--- src/psc_pkg.sv ---
// constants and carrier types for the pin strap and clock-out control block
package psc_pkg;
    localparam logic [7:0] REG_CTRL    = 8'h00;
    localparam logic [7:0] REG_OVR     = 8'h04;
    localparam logic [7:0] REG_STAT    = 8'h08;
    localparam logic [7:0] REG_IRQ_ST  = 8'h0C;
    localparam logic [7:0] REG_IRQ_MSK = 8'h10;

    localparam int CTRL_CLKOUT_DIS = 0;
    localparam int CTRL_D_OVR_EN   = 1;
    localparam int CTRL_D_DIV4     = 2;
    localparam int CTRL_SYNC_SEL   = 3;
    localparam int CTRL_MODE_8B10B = 4;
    localparam int CTRL_SYSREF_EN  = 5;
    localparam int CTRL_TIMESTAMP_INPUT_EN   = 6;
    localparam int CTRL_TS_USE     = 7;
    localparam int CTRL_W          = 8;
    localparam logic [7:0] CTRL_RESET = 8'h30;

    localparam int OVR_THR_LSB  = 0;
    localparam int OVR_HOLD_LSB = 16;
    localparam logic [11:0] OVR_THR_RESET  = 12'h800;
    localparam logic [3:0]  OVR_HOLD_RESET = 4'h4;

    localparam int IRQ_OVR_D = 0;
    localparam int IRQ_OVR_C = 1;
    localparam int IRQ_CGS   = 2;
    localparam int IRQ_ILAS  = 3;
    localparam int IRQ_STRAP = 4;
    localparam int IRQ_W     = 5;

    localparam logic [1:0] CFG_OFF  = 2'h0;
    localparam logic [1:0] CFG_COPY = 2'h1;
    localparam logic [1:0] CFG_DIV2 = 2'h2;
    localparam logic [1:0] CFG_DIV4 = 2'h3;

    // pin sampler order: straps, sync, chip select, two reference clocks
    localparam int PIN_W = 9;
    localparam logic [8:0] PIN_RESET = 9'h00C;

    typedef struct packed {
        logic       pd;
        logic       pll_en;
        logic       ref_se;
        logic [1:0] cfg;
    } psc_strap_t;
endpackage

--- src/psc_top.sv ---
// pin strap, clock-out mux, sync request and receiver-enable control with AHB-Lite registers
//
// Behaviour
// - channel-D over-range pin rises above threshold
// - over-range pulse held at least hold length
// - straps low or disabled: pin shows over-range
// - any strap set, PLL enabled and powered up: pin carries reference copy or its divide by two or four
// - override selects D divide by two or four
// - D clock only while C clock runs
// - power-down stops reference and pin clocks
// - PLL enable pin enables, low bypasses PLL
// - reference select; PLL off forces differential
// - reference output repeats selected reference input only while PLL enabled and not powered down
// - serial data out driven only during reads
// - sync input used only 8b10b, select zero
// - sync low starts CGS, high starts ILAS
// - SYSREF receiver powered by its enable
// - timestamp receiver off when unused and disabled
// - C pin codes: copy, divide two, four
`timescale 1ns/100ps
module psc_top #(
    parameter int SAMPLE_W = 12,
    parameter int HOLD_W   = 4
) (
    input  wire logic                hclk,
    input  wire logic                hresetn,
    input  wire logic                hsel,
    input  wire logic [31:0]         haddr,
    input  wire logic [1:0]          htrans,
    input  wire logic                hwrite,
    input  wire logic [2:0]          hsize,
    input  wire logic [31:0]         hwdata,
    input  wire logic                hready,
    output logic                     hreadyout,
    output logic                     hresp,
    output logic [31:0]              hrdata,
    input  wire logic [SAMPLE_W-1:0] sample_mag_c,
    input  wire logic [SAMPLE_W-1:0] sample_mag_d,
    input  wire logic                power_down_input,
    input  wire logic                pll_enable_strap,
    input  wire logic                refclk_source_select,
    input  wire logic [1:0]          clock_out_config_strap,
    input  wire logic                diff_refclk,
    input  wire logic                single_ended_refclk,
    input  wire logic                single_ended_sync_request_n,
    input  wire logic                serial_chip_select_n,
    input  wire logic                serial_read_active,
    input  wire logic                serial_read_data,
    output logic                     overrange_c_pin,
    output logic                     overrange_d_pin,
    output logic                     refclk_repeat_output,
    output logic                     pll_enable_out,
    output logic                     sampling_clk_single_ended,
    output logic                     sdo_out,
    output logic                     sdo_oe,
    output logic                     cgs_request,
    output logic                     ilas_start,
    output logic                     sysref_rx_power_on,
    output logic                     timestamp_rx_power_on,
    output logic                     irq
);
    initial begin
        if (SAMPLE_W < 1 || SAMPLE_W > 16 || HOLD_W < 1 || HOLD_W > 8) begin
            $error("psc_top: SAMPLE_W must be 1..16 and HOLD_W 1..8");
        end
    end

    localparam int HW = HOLD_W;

    function automatic logic [31:0] zext(input logic [15:0] v);
        zext = {16'h0000, v};
    endfunction

    // ---------------- pin sampling ----------------
    logic [psc_pkg::PIN_W-1:0] pin_meta;
    logic [psc_pkg::PIN_W-1:0] pin_sync;
    logic [psc_pkg::PIN_W-1:0] pin_raw;
    psc_pkg::psc_strap_t        strap;
    psc_pkg::psc_strap_t        strap_prev;
    logic                       sync_n_s;
    logic                       cs_n_s;
    logic                       ref_diff_s;
    logic                       ref_se_s;

    assign pin_raw = {power_down_input, pll_enable_strap, refclk_source_select,
                      clock_out_config_strap, single_ended_sync_request_n,
                      serial_chip_select_n, diff_refclk, single_ended_refclk};

    // chip select and sync request reset high so an undriven pin reads idle
    always_ff @(posedge hclk or negedge hresetn) begin
        if (!hresetn) begin
            pin_meta <= psc_pkg::PIN_RESET;
            pin_sync <= psc_pkg::PIN_RESET;
        end else begin
            pin_meta <= pin_raw;
            pin_sync <= pin_meta;
        end
    end

    assign strap      = pin_sync[8:4];
    assign sync_n_s   = pin_sync[3];
    assign cs_n_s     = pin_sync[2];
    assign ref_diff_s = pin_sync[1];
    assign ref_se_s   = pin_sync[0];

    // ---------------- registers ----------------
    logic [psc_pkg::CTRL_W-1:0] ctrl;
    logic [SAMPLE_W-1:0]        ovr_thr;
    logic [HW-1:0]              ovr_hold;
    logic [psc_pkg::IRQ_W-1:0]  irq_st;
    logic [psc_pkg::IRQ_W-1:0]  irq_msk;
    logic [psc_pkg::IRQ_W-1:0]  irq_ev;
    logic [psc_pkg::IRQ_W-1:0]  irq_clr;
    logic [psc_pkg::IRQ_W-1:0]  next_irq_st;
    logic [psc_pkg::IRQ_W-1:0]  next_irq_msk;
    logic                       wr_pend;
    logic [7:0]                 wr_addr;
    logic                       addr_ok;
    logic [31:0]                rd_word;
    logic [15:0]                stat_word;

    assign addr_ok = hsel && htrans[1] && hready;

    always_ff @(posedge hclk or negedge hresetn) begin
        if (!hresetn) begin
            wr_pend <= 1'b0;
            wr_addr <= 8'h00;
        end else if (hready) begin
            wr_pend <= addr_ok && hwrite;
            wr_addr <= haddr[7:0];
        end
    end

    always_ff @(posedge hclk or negedge hresetn) begin
        if (!hresetn) begin
            ctrl     <= psc_pkg::CTRL_RESET;
            ovr_thr  <= SAMPLE_W'(psc_pkg::OVR_THR_RESET);
            ovr_hold <= HW'(psc_pkg::OVR_HOLD_RESET);
            irq_msk  <= '0;
        end else if (wr_pend) begin
            unique case (wr_addr)
                psc_pkg::REG_CTRL: ctrl <= hwdata[psc_pkg::CTRL_W-1:0];
                psc_pkg::REG_OVR: begin
                    ovr_thr  <= hwdata[psc_pkg::OVR_THR_LSB +: SAMPLE_W];
                    ovr_hold <= hwdata[psc_pkg::OVR_HOLD_LSB +: HW];
                end
                psc_pkg::REG_IRQ_MSK: irq_msk <= hwdata[psc_pkg::IRQ_W-1:0];
                default: ;
            endcase
        end
    end

    assign irq_clr = (wr_pend && wr_addr == psc_pkg::REG_IRQ_ST)
                   ? hwdata[psc_pkg::IRQ_W-1:0] : '0;
    // a new event in the clearing cycle survives the clear
    assign next_irq_st = (irq_st & ~irq_clr) | irq_ev;
    // the level must follow a mask written in the same cycle, not lag it by one
    assign next_irq_msk = (wr_pend && wr_addr == psc_pkg::REG_IRQ_MSK)
                        ? hwdata[psc_pkg::IRQ_W-1:0] : irq_msk;

    always_ff @(posedge hclk or negedge hresetn) begin
        if (!hresetn) begin
            irq_st <= '0;
            irq    <= 1'b0;
        end else begin
            irq_st <= next_irq_st;
            irq    <= |(next_irq_st & next_irq_msk);
        end
    end

    // read data is fetched in the address phase; zero wait states
    always_comb begin
        unique case (haddr[7:0])
            psc_pkg::REG_CTRL:    rd_word = zext(16'(ctrl));
            psc_pkg::REG_OVR:     rd_word = (32'(ovr_hold) << psc_pkg::OVR_HOLD_LSB)
                                          | 32'(ovr_thr);
            psc_pkg::REG_STAT:    rd_word = zext(stat_word);
            psc_pkg::REG_IRQ_ST:  rd_word = zext(16'(irq_st));
            psc_pkg::REG_IRQ_MSK: rd_word = zext(16'(irq_msk));
            default:              rd_word = 32'h0000_0000;
        endcase
    end

    always_ff @(posedge hclk or negedge hresetn) begin
        if (!hresetn) begin
            hrdata    <= 32'h0000_0000;
            hreadyout <= 1'b1;
            hresp     <= 1'b0;
        end else begin
            hreadyout <= 1'b1;
            hresp     <= 1'b0;
            if (addr_ok && !hwrite) begin
                hrdata <= rd_word;
            end
        end
    end

    // ---------------- over-range detect and stretch ----------------
    logic [SAMPLE_W-1:0] mag     [2];
    logic [HW-1:0]       hold_cnt[2];
    logic [1:0]          ov_hit;
    logic [1:0]          ov_q;

    assign mag[0] = sample_mag_c;
    assign mag[1] = sample_mag_d;

    for (genvar i = 0; i < 2; i++) begin : g_ovr
        assign ov_hit[i] = mag[i] > ovr_thr;
    end

    // one process for both channels keeps every variable single-driven
    always_ff @(posedge hclk or negedge hresetn) begin
        if (!hresetn) begin
            hold_cnt <= '{default: '0};
            ov_q     <= 2'b00;
        end else begin
            for (int i = 0; i < 2; i++) begin
                if (ov_hit[i]) begin
                    hold_cnt[i] <= ovr_hold;
                end else if (hold_cnt[i] != '0) begin
                    hold_cnt[i] <= hold_cnt[i] - HW'(1);
                end
                ov_q[i] <= ov_hit[i] || (hold_cnt[i] > HW'(1));
            end
        end
    end

    // ---------------- reference clock copies ----------------
    // reference is sampled on hclk, so it must stay below a quarter of hclk
    logic       clk_allow;
    logic       ref_sel;
    logic       ref_prev;
    logic [1:0] div_cnt;
    logic [1:0] c_code;
    logic       c_src;
    logic       d_src;
    logic       c_clk_on;
    logic       d_clk_on;

    assign clk_allow = strap.pll_en && !strap.pd;
    // the single-ended reference only serves through the PLL
    assign ref_sel = (strap.pll_en && strap.ref_se) ? ref_se_s : ref_diff_s;

    always_ff @(posedge hclk or negedge hresetn) begin
        if (!hresetn) begin
            ref_prev <= 1'b0;
            div_cnt  <= 2'h0;
        end else begin
            ref_prev <= ref_sel;
            if (ref_sel && !ref_prev) begin
                div_cnt <= div_cnt + 2'h1;
            end
        end
    end

    assign c_code = ctrl[psc_pkg::CTRL_CLKOUT_DIS] ? psc_pkg::CFG_OFF : strap.cfg;

    always_comb begin
        unique case (c_code)
            psc_pkg::CFG_COPY: c_src = ref_sel;
            psc_pkg::CFG_DIV2: c_src = div_cnt[0];
            psc_pkg::CFG_DIV4: c_src = div_cnt[1];
            psc_pkg::CFG_OFF:  c_src = 1'b0;
        endcase
    end

    assign c_clk_on = (c_code != psc_pkg::CFG_OFF) && clk_allow;
    assign d_clk_on = c_clk_on;
    assign d_src = !ctrl[psc_pkg::CTRL_D_OVR_EN] ? ref_sel
                 : (ctrl[psc_pkg::CTRL_D_DIV4] ? div_cnt[1] : div_cnt[0]);

    always_ff @(posedge hclk or negedge hresetn) begin
        if (!hresetn) begin
            overrange_c_pin           <= 1'b0;
            overrange_d_pin           <= 1'b0;
            refclk_repeat_output      <= 1'b0;
            pll_enable_out            <= 1'b0;
            sampling_clk_single_ended <= 1'b0;
        end else begin
            overrange_c_pin           <= c_clk_on ? c_src : ov_q[0];
            overrange_d_pin           <= d_clk_on ? d_src : ov_q[1];
            refclk_repeat_output      <= clk_allow && ref_sel;
            pll_enable_out            <= clk_allow;
            sampling_clk_single_ended <= strap.pll_en && strap.ref_se;
        end
    end

    // ---------------- serial data out and link sync ----------------
    logic link_sync_used;
    logic sync_prev_n;

    assign link_sync_used = ctrl[psc_pkg::CTRL_MODE_8B10B]
                         && !ctrl[psc_pkg::CTRL_SYNC_SEL];

    always_ff @(posedge hclk or negedge hresetn) begin
        if (!hresetn) begin
            sdo_oe                <= 1'b0;
            sdo_out               <= 1'b0;
            sync_prev_n           <= 1'b1;
            cgs_request           <= 1'b0;
            ilas_start            <= 1'b0;
            sysref_rx_power_on    <= 1'b0;
            timestamp_rx_power_on <= 1'b0;
            strap_prev            <= '0;
        end else begin
            // serial clocking comes from the host; only the drive window is ours
            sdo_oe      <= serial_read_active && !cs_n_s;
            sdo_out     <= serial_read_active && !cs_n_s && serial_read_data;
            sync_prev_n <= sync_n_s;
            cgs_request <= link_sync_used && !sync_n_s;
            ilas_start  <= link_sync_used && !sync_prev_n && sync_n_s;
            sysref_rx_power_on    <= ctrl[psc_pkg::CTRL_SYSREF_EN];
            timestamp_rx_power_on <= ctrl[psc_pkg::CTRL_TIMESTAMP_INPUT_EN]
                                  || ctrl[psc_pkg::CTRL_TS_USE];
            strap_prev  <= strap;
        end
    end

    assign irq_ev[psc_pkg::IRQ_OVR_D] = ov_hit[1];
    assign irq_ev[psc_pkg::IRQ_OVR_C] = ov_hit[0];
    assign irq_ev[psc_pkg::IRQ_CGS]   = link_sync_used && sync_prev_n && !sync_n_s;
    assign irq_ev[psc_pkg::IRQ_ILAS]  = link_sync_used && !sync_prev_n && sync_n_s;
    assign irq_ev[psc_pkg::IRQ_STRAP] = strap != strap_prev;

    assign stat_word = {5'h00, sync_n_s, ov_q[1], ov_q[0], d_clk_on,
                        c_clk_on, clk_allow, strap};
endmodule

--- config.mk ---
export PLATFORM = sky130hd
export DESIGN_NAME = psc_top
export DESIGN_NICKNAME = d
export VERILOG_FILES = /design/src/psc_pkg.sv /design/src/psc_top.sv
export SDC_FILE = /design/constraint.sdc
export NUM_CORES = 1
export LEC_CHECK = 0
export BUFFER_PORTS_ARGS = -buffer_cell sky130_fd_sc_hd__buf_4
export CAP_MARGIN = 0
export CORE_MARGIN = 3
export CORE_UTILIZATION = 46
export DETAILED_ROUTE_END_ITERATION = 7
export HOLD_SLACK_MARGIN = 0.05
export PLACE_DENSITY = 0.76
export SYNTH_ARGS = -nofsm -noshare
export SYNTH_HDL_FRONTEND = slang
export SYNTH_SLANG_ARGS = --single-unit
export TNS_END_PERCENT = 30
--- constraint.sdc ---
create_clock -name hclk -period 2.2 [get_ports hclk]
set_input_delay 0.33 -clock hclk [delete_from_list [all_inputs] [get_ports hclk]]
set_output_delay 0.33 -clock hclk [all_outputs]
set_load 0.1 [all_outputs]
; After elaboration in Yosys (flattened, before gate mapping)
; Cells that the tools add are included.
[op_classes]
n_reduce_logical = 41
n_eq_ne = 11
n_shift = 0
n_div = 0
order_cmp = 4
muxes = 14
bitwise = 5
n_addsub = 3
multipliers = 0
[op_table]
columns = op, n
row1 = $pmux W20 S5, 1
row2 = $eq A8 B4 Y1 const B, 3
row3 = $gt A12 B12 Y1, 2
row4 = $or A20 B12 Y20, 1
row5 = $logic_and A1 B1 Y1, 19
row6 = $eq A8 B3 Y1 const B, 2
row7 = $eq A8 B5 Y1 const B, 2
row8 = $logic_not A8 Y1, 2
row9 = $mux W4, 4
row10 = $and A5 B5 Y5, 2
row11 = $mux W5, 2
row12 = $gt A4 B1 Y1 const B, 2
row13 = $reduce_bool A4 Y1, 2
row14 = $sub A4 B1 Y4 const B, 2
row15 = $logic_not A1 Y1, 7
row16 = $reduce_and A2 Y1, 3
row17 = $reduce_bool A2 Y1, 3
row18 = $mux W1, 5
row19 = $ne A5 B5 Y1, 1
row20 = $not A5 Y5, 1
row21 = $or A5 B5 Y5, 1
row22 = $reduce_or A5 Y1, 1
row23 = $eq A2 B2 Y1 const B, 2
row24 = $pmux W1 S4, 1
row25 = 5 further kinds, 7
[word_totals]
ram_bits = 0
regBits = 124
latchBits = 0
memories = 0
inputBits = 109
mem_bits_ro = 0

; Depth between registers and ports, before layout
; Gate-level depths: netlist of the first run.
[depth]
word_depth = 8
ltp_mapped = 8
ltp_nobuf = 8

; Least setup slack after synthesis of the first run
; No wires, ideal clock.
[synth_path]
path_type = register to register
startpoint = register ovr_thr[11]
endpoint = register hold_cnt[0] (netlist bit)
arrival_ns = 2.056
setup_time_ns = 0.125
path_slack_ns = 0.019
required_time_ns = 2.075
path_stages_with_launch = 9
path_cell_list = dfstp_2 inv_1 ha_1 nand4_1 or2_2 a21oi_1 nor3_1 nor2_1 mux2_2
[synth_via]
elab_chain_len = 2
word_cells_on_any_way = 3
classes_between = order compare: 1 / mux: 1 / reduce/logical: 1
[synth_rtl]
columns = element, line
row1 = start: declaration, psc_top.sv:108  ; logic [SAMPLE_W-1:0] ovr_thr;
row2 = start signal: assignment, psc_top.sv:137  ; ovr_thr <= SAMPLE_W'(psc_pkg::OVR_THR_RESET);
row3 = start signal: assignment, psc_top.sv:144  ; ovr_thr <= hwdata[psc_pkg::OVR_THR_LSB +: SAMPLE_W];
row4 = $gt A12 B12 Y1 *, psc_top.sv:208  ; assign ov_hit[i] = mag[i] > ovr_thr;
row5 = $mux W4 / $reduce_bool A2 Y1 (equally long branches), -
row6 = end signal: indexed assignment, psc_top.sv:219  ; hold_cnt[i] <= ovr_hold;
row7 = end signal: indexed assignment, psc_top.sv:221  ; hold_cnt[i] <= hold_cnt[i] - HW'(1);
row8 = end: declaration, psc_top.sv:200  ; logic [HW-1:0] hold_cnt[2];
; Mark *: on every way between the ends. The rest lies on a longest branch, timed or not.
; A chain may end at the register's enable or synchronous reset.

; Final worst setup path of the first run
[layout_path]
startpoint = register wr_addr[1]
endpoint = register irq
[layout_via]
elab_chain_len = 8
word_cells_on_any_way = 11
classes_between = eq/ne: 2 / mux: 2 / bitwise: 4 / reduce/logical: 3
[layout_rtl]
columns = element, line
row1 = start: declaration, psc_top.sv:117  ; logic [7:0] wr_addr;
row2 = start signal: assignment, psc_top.sv:130  ; wr_addr <= haddr[7:0];
row3 = $eq A8 B4 Y1, psc_top.sv:153  ; assign irq_clr = (wr_pend && wr_addr == psc_pkg::REG_IRQ_ST)
row4 = $logic_and A1 B1 Y1, psc_top.sv:153
row5 = $mux W5, psc_top.sv:154  ; ? hwdata[psc_pkg::IRQ_W-1:0] : '0;
row6 = $not A5 Y5, psc_top.sv:156  ; assign next_irq_st = (irq_st & ~irq_clr) | irq_ev;
row7 = $and A5 B5 Y5, psc_top.sv:156
row8 = $or A5 B5 Y5, psc_top.sv:156
row9 = via next_irq_st (one bit), psc_top.sv:114  ; logic [psc_pkg::IRQ_W-1:0] next_irq_st;
row10 = $and A5 B5 Y5, psc_top.sv:167  ; irq <= |(next_irq_st & next_irq_msk);
row11 = $reduce_or A5 Y1, psc_top.sv:167
row12 = end signal: assignment, psc_top.sv:167
row13 = end: declaration, psc_top.sv:60  ; output logic irq
; The timed path passes the listed nets, and every way through them passes these cells.

==> flow_metrics.env, run 1 <==
export IMPL_status="complete, no violations"
export IMPL_synth_distinct_cells=52
export IMPL_yosys_top_cells_area="dfrtp_1 (49%), ha_1 (7.5%), mux2_2 (6.7%)"
export IMPL_yosysTopAreaCell="dfrtp_1"
export IMPL_fin_crit_sh_pct=99.8
export IMPL_critical_path_startpoint_type="register"
export IMPL_cts_tree="built"
export IMPL_synth_area_per_cell_sq_um=11.6
export IMPL_cts_buffers=9
export IMPL_routedWlPerCell_um=16.1
export IMPL_antenna_found_initial=0
export IMPL_die_w_um=110
export IMPL_num_fill_cells=856
export IMPL_ant_nets=0
export IMPL_area_growth_pct=27.7
export IMPL_synth_ff_latch_count=108
export IMPL_first_pass_iters=4
export IMPL_grt_pass1_vias=3731
export IMPL_worstPathCellList="nor4_4 -> and4_4 -> nand2_2 -> a2111o_1 -> a222oi_1 -> nand3_1"
export IMPL_r2r_end="irq$_DFF_PN0_"
export IMPL_drt_initial_drc_count=114
export IMPL_start_util_pct=47.8
export IMPL_setup_viol=0
export IMPL_ys_seq_area_share_pct=54.2
export IMPL_power_density_nw_per_um2=765
export IMPL_finalClockSkew_ns=0.0128
export IMPL_cp_end_kind="register"
export IMPL_rrSetupSlack_ns=0.005
export IMPL_antenna_cells=0
export IMPL_required_ns=2.44
export IMPL_final_common_cell="buf_4"
export IMPL_core_area_sq_um=10500
export IMPL_dp_hpwl_mm=8.64
export IMPL_clkSinkCount=108
export IMPL_fp_row_count=37
export IMPL_peakVddDrop_mv=0.564
export IMPL_rsz0062_at_grt="true"
export IMPL_die_h_um=110
export IMPL_r2r_start="wr_addr[1]$_DFFE_PN0P_"
export IMPL_syn_inst=431
export IMPL_ioPinCount=155
export IMPL_min_to="sdo_out$_DFF_PN0_"
export IMPL_reg2reg_depth=6
export IMPL_wirelength_mm=11.3
export IMPL_cp_slowest_stage_delay_ns=0.42
export IMPL_synth_edf_count=0
export IMPL_synth_warnings=0
export IMPL_path_max_fanout=3
export IMPL_design_final_nets=703
export IMPL_fmax_ghz=0.456
export IMPL_h_tree_depth=3
export IMPL_clk_path_buf_depth=2
export IMPL_final_cell_mix="buf_4 (121), dfrtp_1 (99), nand2_1 (42)"
export IMPL_worst_ep_arrival_time_ns=2.44
export IMPL_relSlewSlack_pct=60.4
export IMPL_cp_buffers_inverters=0
export IMPL_vias=3662
export IMPL_portBuffers=92
export IMPL_track_usage_pct=19.3
export IMPL_hold_viol=0
export IMPL_hold_path_cell_count=2
export IMPL_worst_setup_path_type="reg -> reg"
export IMPL_drc=0
export IMPL_grt_max_degree=41
export IMPL_crit_family="simple AND/OR/NAND/NOR gates"
export IMPL_fp_dieArea_sq_um=12200
export IMPL_fin_util_pct=61.1
export IMPL_place_gp_congestion=0.891
export IMPL_drive_gt1_share_pct=35.1
export IMPL_synth_top_area_share_pct=49.5
export IMPL_syn_cell_area_sq_um=5010
export IMPL_vias_per_cell=5.19
export IMPL_min_from="serial_read_data"
export IMPL_layout_min_cycle_time_ns=2.20
export IMPL_drv_slew=0
export IMPL_clkTransAtPathRegs_ns=0.11
export IMPL_postSynth_asyncResetShare_pct=100
export IMPL_overflow=0
export IMPL_tightest_slew_ns=0.590
export IMPL_crit_slowest_cell="dfrtp_1"
export IMPL_cts_root_buf="clkbuf_8"
export IMPL_clock_latency_ns=0.37
export IMPL_min_path_type="in -> reg"
export IMPL_synthFlopType="dfrtp_1"
export IMPL_max_cap_viol_count=0
export IMPL_grt_pass1_wl_mm=17.9
export IMPL_fin_hold_ws_ns=0.159
export IMPL_power_leakage_nw=3.09
[cell families (layout without fill, tap and decap cells)]
group                    after synthesis  count (layout)  share of synthesized area (%)
XOR/XNOR                              11              11                           1.92
adder cells (fa/ha/maj)               30              30                           7.50
AND/OR/NAND/NOR                      108             108                           11.5
AO/OA/AOI/OAI                         86              86                           11.3
flip-flops                           108             108                           54.2
buffers and inverters                 51             173                           5.35
multiplexers                          35              35                           8.07
other                                  2              18                          0.150
[sequential cells by signal, indices dropped and copies added (netlist names), 2 cells and up]
name / cells
hrdata: 16
ovr_thr: 12
pin_meta: 9
pin_sync: 9
ctrl: 8
hold_cnt: 8
wr_addr: 8
irq_msk: 5
irq_st: 5
strap_prev: 5
ovr_hold: 4
div_cnt: 2
ov_q: 2
[report_power, final]
part           leakage [nW]  internal [W]  total, W  switching (W)
clock                0.0934      0.000467   0.00118       0.000711
combinational          1.71      0.000544   0.00131       0.000766
sequential             1.29       0.00223   0.00241       0.000178
total                  3.09       0.00324   0.00489        0.00165
[per-stage QoR]
stage	setup slack [ns]	area (sq um)	power [W]	std cells	setup TNS (ns)
finish	0.00461	6390	0.00489	705	0
global route	-0.0829	6390	0.00517	705	-0.0988
CTS	-0.0169	6330	0.00490	706	-0.0173
detailed placement	-0.150	6010	0.00370	679	-0.800
global placement	-0.110	6010	0.00363	679	-0.542
floorplan	0.0192	5070	0.00332	447	0
[worst max path at each step]
stage,start,to,slack (ns),cells after the start
floorplan,ovr_thr[11]$_DFFE_PN1P_,hold_cnt[0]$_DFFE_PN0P_,0.02,8
global placement,ovr_thr[11]$_DFFE_PN1P_,hold_cnt[2]$_DFFE_PN0P_,-0.11,8
detailed placement,ovr_thr[11]$_DFFE_PN1P_,hold_cnt[0]$_DFFE_PN0P_,-0.15,8
CTS,wr_addr[7]$_DFFE_PN0P_,irq$_DFF_PN0_,-0.02,6
global route,wr_addr[1]$_DFFE_PN0P_,irq$_DFF_PN0_,-0.08,6
finish,wr_addr[1]$_DFFE_PN0P_,irq$_DFF_PN0_,0.005,6
[worst reg2reg max path: stages (launching register included)]
cell and delay (ns):
dfrtp_1 0.42, nor4_4 0.35, and4_4 0.27, nand2_2 0.06
a2111o_1 0.42, a222oi_1 0.38, nand3_1 0.16
[synth_stat cells (3+ instances only)]
library cell / number
inv_1: 23
nor2_1: 13
nand4_1: 6
o211ai_1: 4
ha_1: 30
o21ai_0: 29
nand3_1: 5
o2bb2ai_1: 4
a21o_1: 5
a22o_1: 6
a21oi_1: 13
dfstp_2: 9
xnor2_1: 7
nor3_1: 4
dfrtp_1: 99
clkbuf_1: 7
a22oi_1: 9
a221oi_1: 5
mux2_2: 30
nand2_1: 44
nor2b_1: 8
or2_2: 4
mux2i_1: 4
xor2_1: 4
or4_1: 3
buf_4: 20
[what timing repair did]
| action | 4_1_cts | 5_1_grt |
|---|---|---|
| setup endpoints to repair | 12 | 12 |
| gates cloned | 0 | 0 |
| pin swaps | 6 | 10 |
| hold buffers | 10 | 0 |
| buffers inserted | 1 | 0 |
| resized for setup | 6 | 14 |
| endpoints found under the hold margin | 44 | 0 |
[area by class of cell]
class                           count  area [sq um]  share of cell area, %
Clock inverter                      6          55.1                  0.861
Clock buffer                       10           138                   2.15
Timing Repair Buffer              134          1060                   16.6
Multi-Input combinational cell    288          2170                   33.9
Inverter                           23          86.3                   1.35
Sequential cell                   108          2710                   42.5
Tap cell                          136           170                   2.66
[layer usage]
layer | up-vias | global-route usage, % | routed length (um)
met3 | 18 | 4.83 | 659
li1 | 1762 | - | -
met4 | 0 | 6.51 | 205
met5 | - | 0 | 0
met1 | 1780 | 24.7 | 4910
met2 | 102 | 32.3 | 5570
Note: power is estimated with default switching activity, not from simulation.
==> run 2, diff against run 1 <==
--- a/config.mk
+++ b/config.mk
@@ -8,10 +8,10 @@
 export BUFFER_PORTS_ARGS = -buffer_cell sky130_fd_sc_hd__buf_4
 export CAP_MARGIN = 0
 export CORE_MARGIN = 3
-export CORE_UTILIZATION = 46
+export CORE_UTILIZATION = 40
 export DETAILED_ROUTE_END_ITERATION = 7
 export HOLD_SLACK_MARGIN = 0.05
-export PLACE_DENSITY = 0.76
+export PLACE_DENSITY = 0.67
 export SYNTH_ARGS = -nofsm -noshare
 export SYNTH_HDL_FRONTEND = slang
 export SYNTH_SLANG_ARGS = --single-unit
==> flow_metrics.env, run 2 (synthesized netlist as in run 1, its figures left out) <==
export IMPL_ioPinCount=155
export IMPL_drc=0
export IMPL_vias=3597
export IMPL_final_common_cell="buf_4"
export IMPL_wirelength_mm=11.5
export IMPL_reg2reg_depth=8
export IMPL_setup_ws_ns=-0.0164
export IMPL_tightest_slew_ns=0.570
export IMPL_grt_pass1_wl_mm=18.4
export IMPL_drive_gt1_share_pct=34.9
export IMPL_rrSetupSlack_ns=-0.02
export IMPL_track_usage_pct=16.5
export IMPL_antenna_cells=0
export IMPL_max_cap_viol_count=0
export IMPL_core_area_sq_um=12100
export IMPL_cp_buffers_inverters=2
export IMPL_clock_latency_ns=0.35
export IMPL_fp_dieArea_sq_um=13900
export IMPL_fmax_ghz=0.451
export IMPL_fin_crit_sh_pct=101
export IMPL_dp_hpwl_mm=8.72
export IMPL_h_tree_depth=3
export IMPL_rsz0062_at_grt="true"
export IMPL_design_final_nets=693
export IMPL_portBuffers=92
export IMPL_final_cell_mix="buf_4 (122), dfrtp_1 (99), nand2_1 (43), ha_1 (29)"
export IMPL_worstPathCellList="inv_1 -> ha_1 -> buf_4 -> a21oi_1 -> o21ai_0 -> nor3_2 -> nor2_4 -> or4_1"
export IMPL_crit_slowest_cell="dfstp_2"
export IMPL_postCtsHoldBufs=0
export IMPL_path_max_fanout=5
export IMPL_drt_initial_drc_count=225
export IMPL_start_util_pct=41.3
export IMPL_total_power_w=0.00529
export IMPL_cp_end_kind="register"
export IMPL_worst_ep_arrival_time_ns=2.44
export IMPL_first_pass_iters=4
export IMPL_r2r_end="ov_q[1]$_DFF_PN0_"
export IMPL_routedWlPerCell_um=15.8
export IMPL_vias_per_cell=4.95
export IMPL_area_growth_pct=27.7
export IMPL_status="finished, violations left"
export IMPL_relSlewSlack_pct=62.0
export IMPL_antenna_found_initial=0
export IMPL_min_path_type="in -> async"
export IMPL_reg_largest_list="hrdata (16), ovr_thr (12)"
export IMPL_crit_family="simple AND/OR/NAND/NOR gates"
export IMPL_worst_setup_path_type="reg -> reg"
export IMPL_r2r_start="ovr_thr[11]$_DFFE_PN1P_"
export IMPL_overflow=0
export IMPL_top_register="hrdata"
export IMPL_ant_nets=0
export IMPL_power_leakage_nw=3.10
export IMPL_largest_reg_flops=16
export IMPL_grt_pass1_vias=3719
export IMPL_clkTransAtPathRegs_ns=0.08
export IMPL_hold_viol=0
export IMPL_power_density_nw_per_um2=827
export IMPL_setup_viol=2
export IMPL_required_ns=2.42
export IMPL_critical_path_startpoint_type="register"
export IMPL_clk_path_buf_depth=2
export IMPL_die_h_um=118
export IMPL_dp_slack_ns=-0.165
export IMPL_place_gp_congestion=0.866
export IMPL_num_fill_cells=1093
export IMPL_layout_min_cycle_time_ns=2.22
export IMPL_violations="setup timing"
export IMPL_die_w_um=118
export IMPL_finalClockSkew_ns=0.0119
export IMPL_grt_max_degree=109
export IMPL_clkSinkCount=108
export IMPL_fp_row_count=40
export IMPL_cts_buffers=9
export IMPL_drv_slew=0
export IMPL_cts_root_buf="clkbuf_16"
export IMPL_cts_tree="built"
export IMPL_cp_slowest_stage_delay_ns=0.54
export IMPL_peakVddDrop_mv=0.656
==> run 2: layer usage <==
layer	share of wire (%)	vias up	wire (um)	GRT usage (%)
met4	0.97	0	112	3.74
met5	0	-	0	0
li1	-	1736	-	-
met3	5.6	9	641	4.37
met1	43	1765	4920	21.1
met2	51	87	5830	28.1
==> run 2: area by class of cell <==
| cell class | count | area, sq um | area share [%] |
|---|---|---|---|
| clock buffer | 10 | 239 | 3.74 |
| multi-input combinational | 288 | 2130 | 33.3 |
| timing repair buffer | 124 | 947 | 14.8 |
| tap | 168 | 210 | 3.29 |
| clock inverter | 6 | 67.6 | 1.06 |
| inverter | 23 | 86.3 | 1.35 |
| sequential | 108 | 2710 | 42.4 |
==> run 2: where the power goes <==
group	switching, W	total [W]	leakage (nW)	internal [W]
Combinational	0.000753	0.00129	1.67	0.000533
Clock	0.000770	0.00160	0.149	0.000831
Sequential	0.000175	0.00240	1.29	0.00223
==> run 2: repair_timing <==
action / CTS / global route
pin swaps: 3 / 6
gates resized for setup: 4 / 9
setup endpoints to repair: 8 / 12
buffers inserted: 1 / 0
==> run 2: stage by stage <==
| stage | cell area [sq um] | TNS, ns | hold slack, ns | cells | utilization [%] |
|---|---|---|---|---|---|
| floorplan | 5070 | 0 | 0.0344 | 447 | - |
| global placement | 6030 | -0.556 | 0.335 | 710 | 49.8 |
| detailed placement | 6030 | -0.792 | 0.338 | 710 | 49.8 |
| CTS | 6360 | -0.148 | 0.0677 | 727 | 52.5 |
| global route | 6390 | -0.377 | 0.0682 | 727 | 52.8 |
| finish | 6390 | -0.0256 | 0.0305 | 727 | 52.8 |
==> run 2: worst reg2reg max path, stage by stage (launching register included) <==
cell     delay (ns)
dfstp_2        0.54
inv_1          0.05
ha_1           0.29
buf_4          0.14
a21oi_1        0.12
o21ai_0        0.14
nor3_2         0.24
nor2_4         0.10
or4_1          0.46
==> run 2: how the worst max path moves through the flow <==
stage                                  startpoint                 endpoint  depth (start not counted)  slack (ns)
after floorplan           ovr_thr[11]$_DFFE_PN1P_  hold_cnt[0]$_DFFE_PN0P_                          8        0.02
after global routing      ovr_thr[11]$_DFFE_PN1P_        ov_q[1]$_DFF_PN0_                          8       -0.12
final                     ovr_thr[11]$_DFFE_PN1P_        ov_q[1]$_DFF_PN0_                          8       -0.02
after detailed placement  ovr_thr[11]$_DFFE_PN1P_  hold_cnt[3]$_DFFE_PN0P_                          8       -0.17
after CTS                  wr_addr[1]$_DFFE_PN0P_            irq$_DFF_PN0_                          6       -0.05
after global placement    ovr_thr[11]$_DFFE_PN1P_  hold_cnt[0]$_DFFE_PN0P_                          8       -0.12
==> run 3, diff against run 2 <==
--- a/config.mk
+++ b/config.mk
@@ -9,7 +9,9 @@
 export CAP_MARGIN = 0
 export CORE_MARGIN = 3
 export CORE_UTILIZATION = 40
+export CTS_BUF_LIST = sky130_fd_sc_hd__clkbuf_4 sky130_fd_sc_hd__clkbuf_8
 export DETAILED_ROUTE_END_ITERATION = 7
+export GPL_TIMING_DRIVEN = 0
 export HOLD_SLACK_MARGIN = 0.05
 export PLACE_DENSITY = 0.67
 export SYNTH_ARGS = -nofsm -noshare
==> constraint.sdc (replaced) <==
create_clock -name hclk -period 2.2 [get_ports hclk]
set_input_delay 0.33 -clock hclk [delete_from_list [all_inputs] [get_ports hclk]]
set_output_delay 0.33 -clock hclk [all_outputs]
set_load 0.005 [all_outputs]
==> flow_metrics.env, run 3 (synthesized netlist as in run 1, its figures left out) <==
export IMPL_clock_latency_ns=0.37
export IMPL_antenna_found_initial=0
export IMPL_design_final_nets=705
export IMPL_clkTransAtPathRegs_ns=0.09
export IMPL_setup_ws_ns=-0.0602
export IMPL_peakVddDrop_mv=0.498
export IMPL_fp_dieArea_sq_um=13900
export IMPL_first_pass_iters=4
export IMPL_final_cell_mix="buf_4 (115), dfrtp_1 (99), nand2_1 (44), o21ai_0 (29), ha_1 (29)"
export IMPL_fin_crit_sh_pct=103
export IMPL_core_area_sq_um=12100
export IMPL_fp_row_count=40
export IMPL_place_gp_congestion=0.844
export IMPL_seq_power_share_pct=53.7
export IMPL_min_path_type="in -> reg"
export IMPL_path_max_fanout=5
export IMPL_cts_buffers=9
export IMPL_reg_largest_list="hrdata (16), ovr_thr (12)"
export IMPL_sw_frac_of_total_pct=28.7
export IMPL_ioPinCount=155
export IMPL_top_register="hrdata"
export IMPL_fin_util_pct=52.9
export IMPL_clkSinkCount=108
export IMPL_antenna_cells=0
export IMPL_cts_root_buf="clkbuf_8"
export IMPL_drc=0
export IMPL_overflow=0
export IMPL_vias=3697
export IMPL_worst_setup_path_type="reg -> reg"
export IMPL_rsz0062_at_grt="true"
export IMPL_setup_viol=4
export IMPL_required_ns=2.46
export IMPL_final_common_cell="buf_4"
export IMPL_drive_gt1_share_pct=34.0
export IMPL_routedWlPerCell_um=16.1
export IMPL_die_w_um=118
export IMPL_cp_end_kind="register"
export IMPL_finalClockSkew_ns=0.0123
export IMPL_critical_path_startpoint_type="register"
export IMPL_layout_min_cycle_time_ns=2.26
export IMPL_fmax_ghz=0.442
export IMPL_max_cap_viol_count=0
export IMPL_dp_hpwl_mm=8.67
export IMPL_worst_ep_arrival_time_ns=2.52
export IMPL_die_h_um=118
export IMPL_grt_pass1_vias=3788
export IMPL_fin_hold_ws_ns=0.169
export IMPL_cts_tree="built"
export IMPL_tightest_slew_ns=1.15
export IMPL_grt_max_degree=109
export IMPL_relSlewSlack_pct=22.6
export IMPL_violations="setup timing"
export IMPL_status="finished, violations left"
export IMPL_ant_nets=0
export IMPL_switching_power_w=0.00128
export IMPL_vias_per_cell=5.00
export IMPL_drt_initial_drc_count=186
export IMPL_largest_reg_flops=16
export IMPL_grt_pass1_wl_mm=19.1
export IMPL_internal_power_w=0.00319
export IMPL_tns_ns=-0.0724
export IMPL_start_util_pct=41.3
export IMPL_h_tree_depth=3
export IMPL_comb_power_share_pct=22.3
export IMPL_power_leakage_nw=3.08
export IMPL_track_usage_pct=17.3
export IMPL_power_density_nw_per_um2=699
export IMPL_portBuffers=92
export IMPL_wirelength_mm=11.9
export IMPL_clk_path_buf_depth=2
export IMPL_clkPwrFrac_pct=24.0
export IMPL_dp_slack_ns=-0.415
export IMPL_drv_slew=0
export IMPL_hold_viol=0
export IMPL_area_growth_pct=27.9
-- run 3: changes by cell type in the layout (fill, tap and decap cells not counted), sizes merged --
cell         before  now
dlygate4sd3       0   10
inv              25   23
buf             124  120
clkinvlp          0    3
clkbuf           10   16
clkinv            4    3
-- run 3: worst paths after layout --
path	startpoint	end	slack [ns]	cells past startpoint
setup reg to reg	ovr_thr[11]$_DFFE_PN1P_	hold_cnt[0]$_DFFE_PN0P_	-0.06	9
min in group asynchronous	hresetn	timestamp_rx_power_on$_DFF_PN0_	0.28	2
max in group asynchronous	hresetn	pin_sync[2]$_DFF_PN1_	1.23	3
setup / recovery	ovr_thr[11]$_DFFE_PN1P_	hold_cnt[0]$_DFFE_PN0P_	-0.06	9
hold / removal	hwdata[7]	ovr_thr[7]$_DFFE_PN0P_	0.17	3
hold reg to reg	pin_meta[4]$_DFF_PN0_	pin_sync[4]$_DFF_PN0_	0.35	0
-- run 3: final cells by class --
type | instances | area (sq um)
Timing Repair Buffer | 109 | 875
Tap cell | 168 | 210
Buffer | 27 | 180
Inverter | 23 | 88.8
Clock inverter | 6 | 41.3
Sequential cell | 108 | 2710
Multi-Input combinational cell | 288 | 2160
Clock buffer | 10 | 131
Fill cell | 1100 | 5710
-- run 3: power groups by stage --
stage | registers, W | logic, W | clock network (W)
floorplan | 0.00239 | 0.000623 | 0
global placement | 0.00243 | 0.000888 | 0
detailed placement | 0.00244 | 0.000938 | 0
CTS | 0.00240 | 0.000974 | 0.00112
global route | 0.00243 | 0.00113 | 0.00119
finish | 0.00240 | 0.000996 | 0.00107
-- run 3: layer usage --
layer / part of all wire, % / track usage (%) / wire (um) / up-vias
met2: 49 / 28.3 / 5840 / 119
met5: 0 / 0 / 0 / -
met3: 6.7 / 4.85 / 791 / 17
met4: 1.5 / 4.76 / 179 / 0
li1: - / - / - / 1753
met1: 43 / 22.6 / 5060 / 1808
-- run 3: through the flow --
step	area, sq um	power, W	cells
after floorplan	5070	0.00302	447
after detailed placement	5970	0.00338	707
after CTS	6300	0.00449	735
after global placement	5970	0.00332	707
after global routing	6400	0.00475	739
final	6400	0.00447	739
-- run 3: worst max-delay path, cell delays in order, from the launching register on --
cell and delay (ns):
dfstp_2 0.56, inv_4 0.05, ha_4 0.26, nand4_1 0.15
or2_4 0.33, a21oi_4 0.14, nor3_4 0.07, nor2_4 0.18
buf_6 0.12, mux2_4 0.28
-- run 3: what timing repair did --
action,in CTS,in global routing
setup endpoints to repair,22,25
pin swaps,7,4
hold buffers,8,2
resized for setup,11,11
hold endpoints to repair,8,100
buffers inserted,4,2
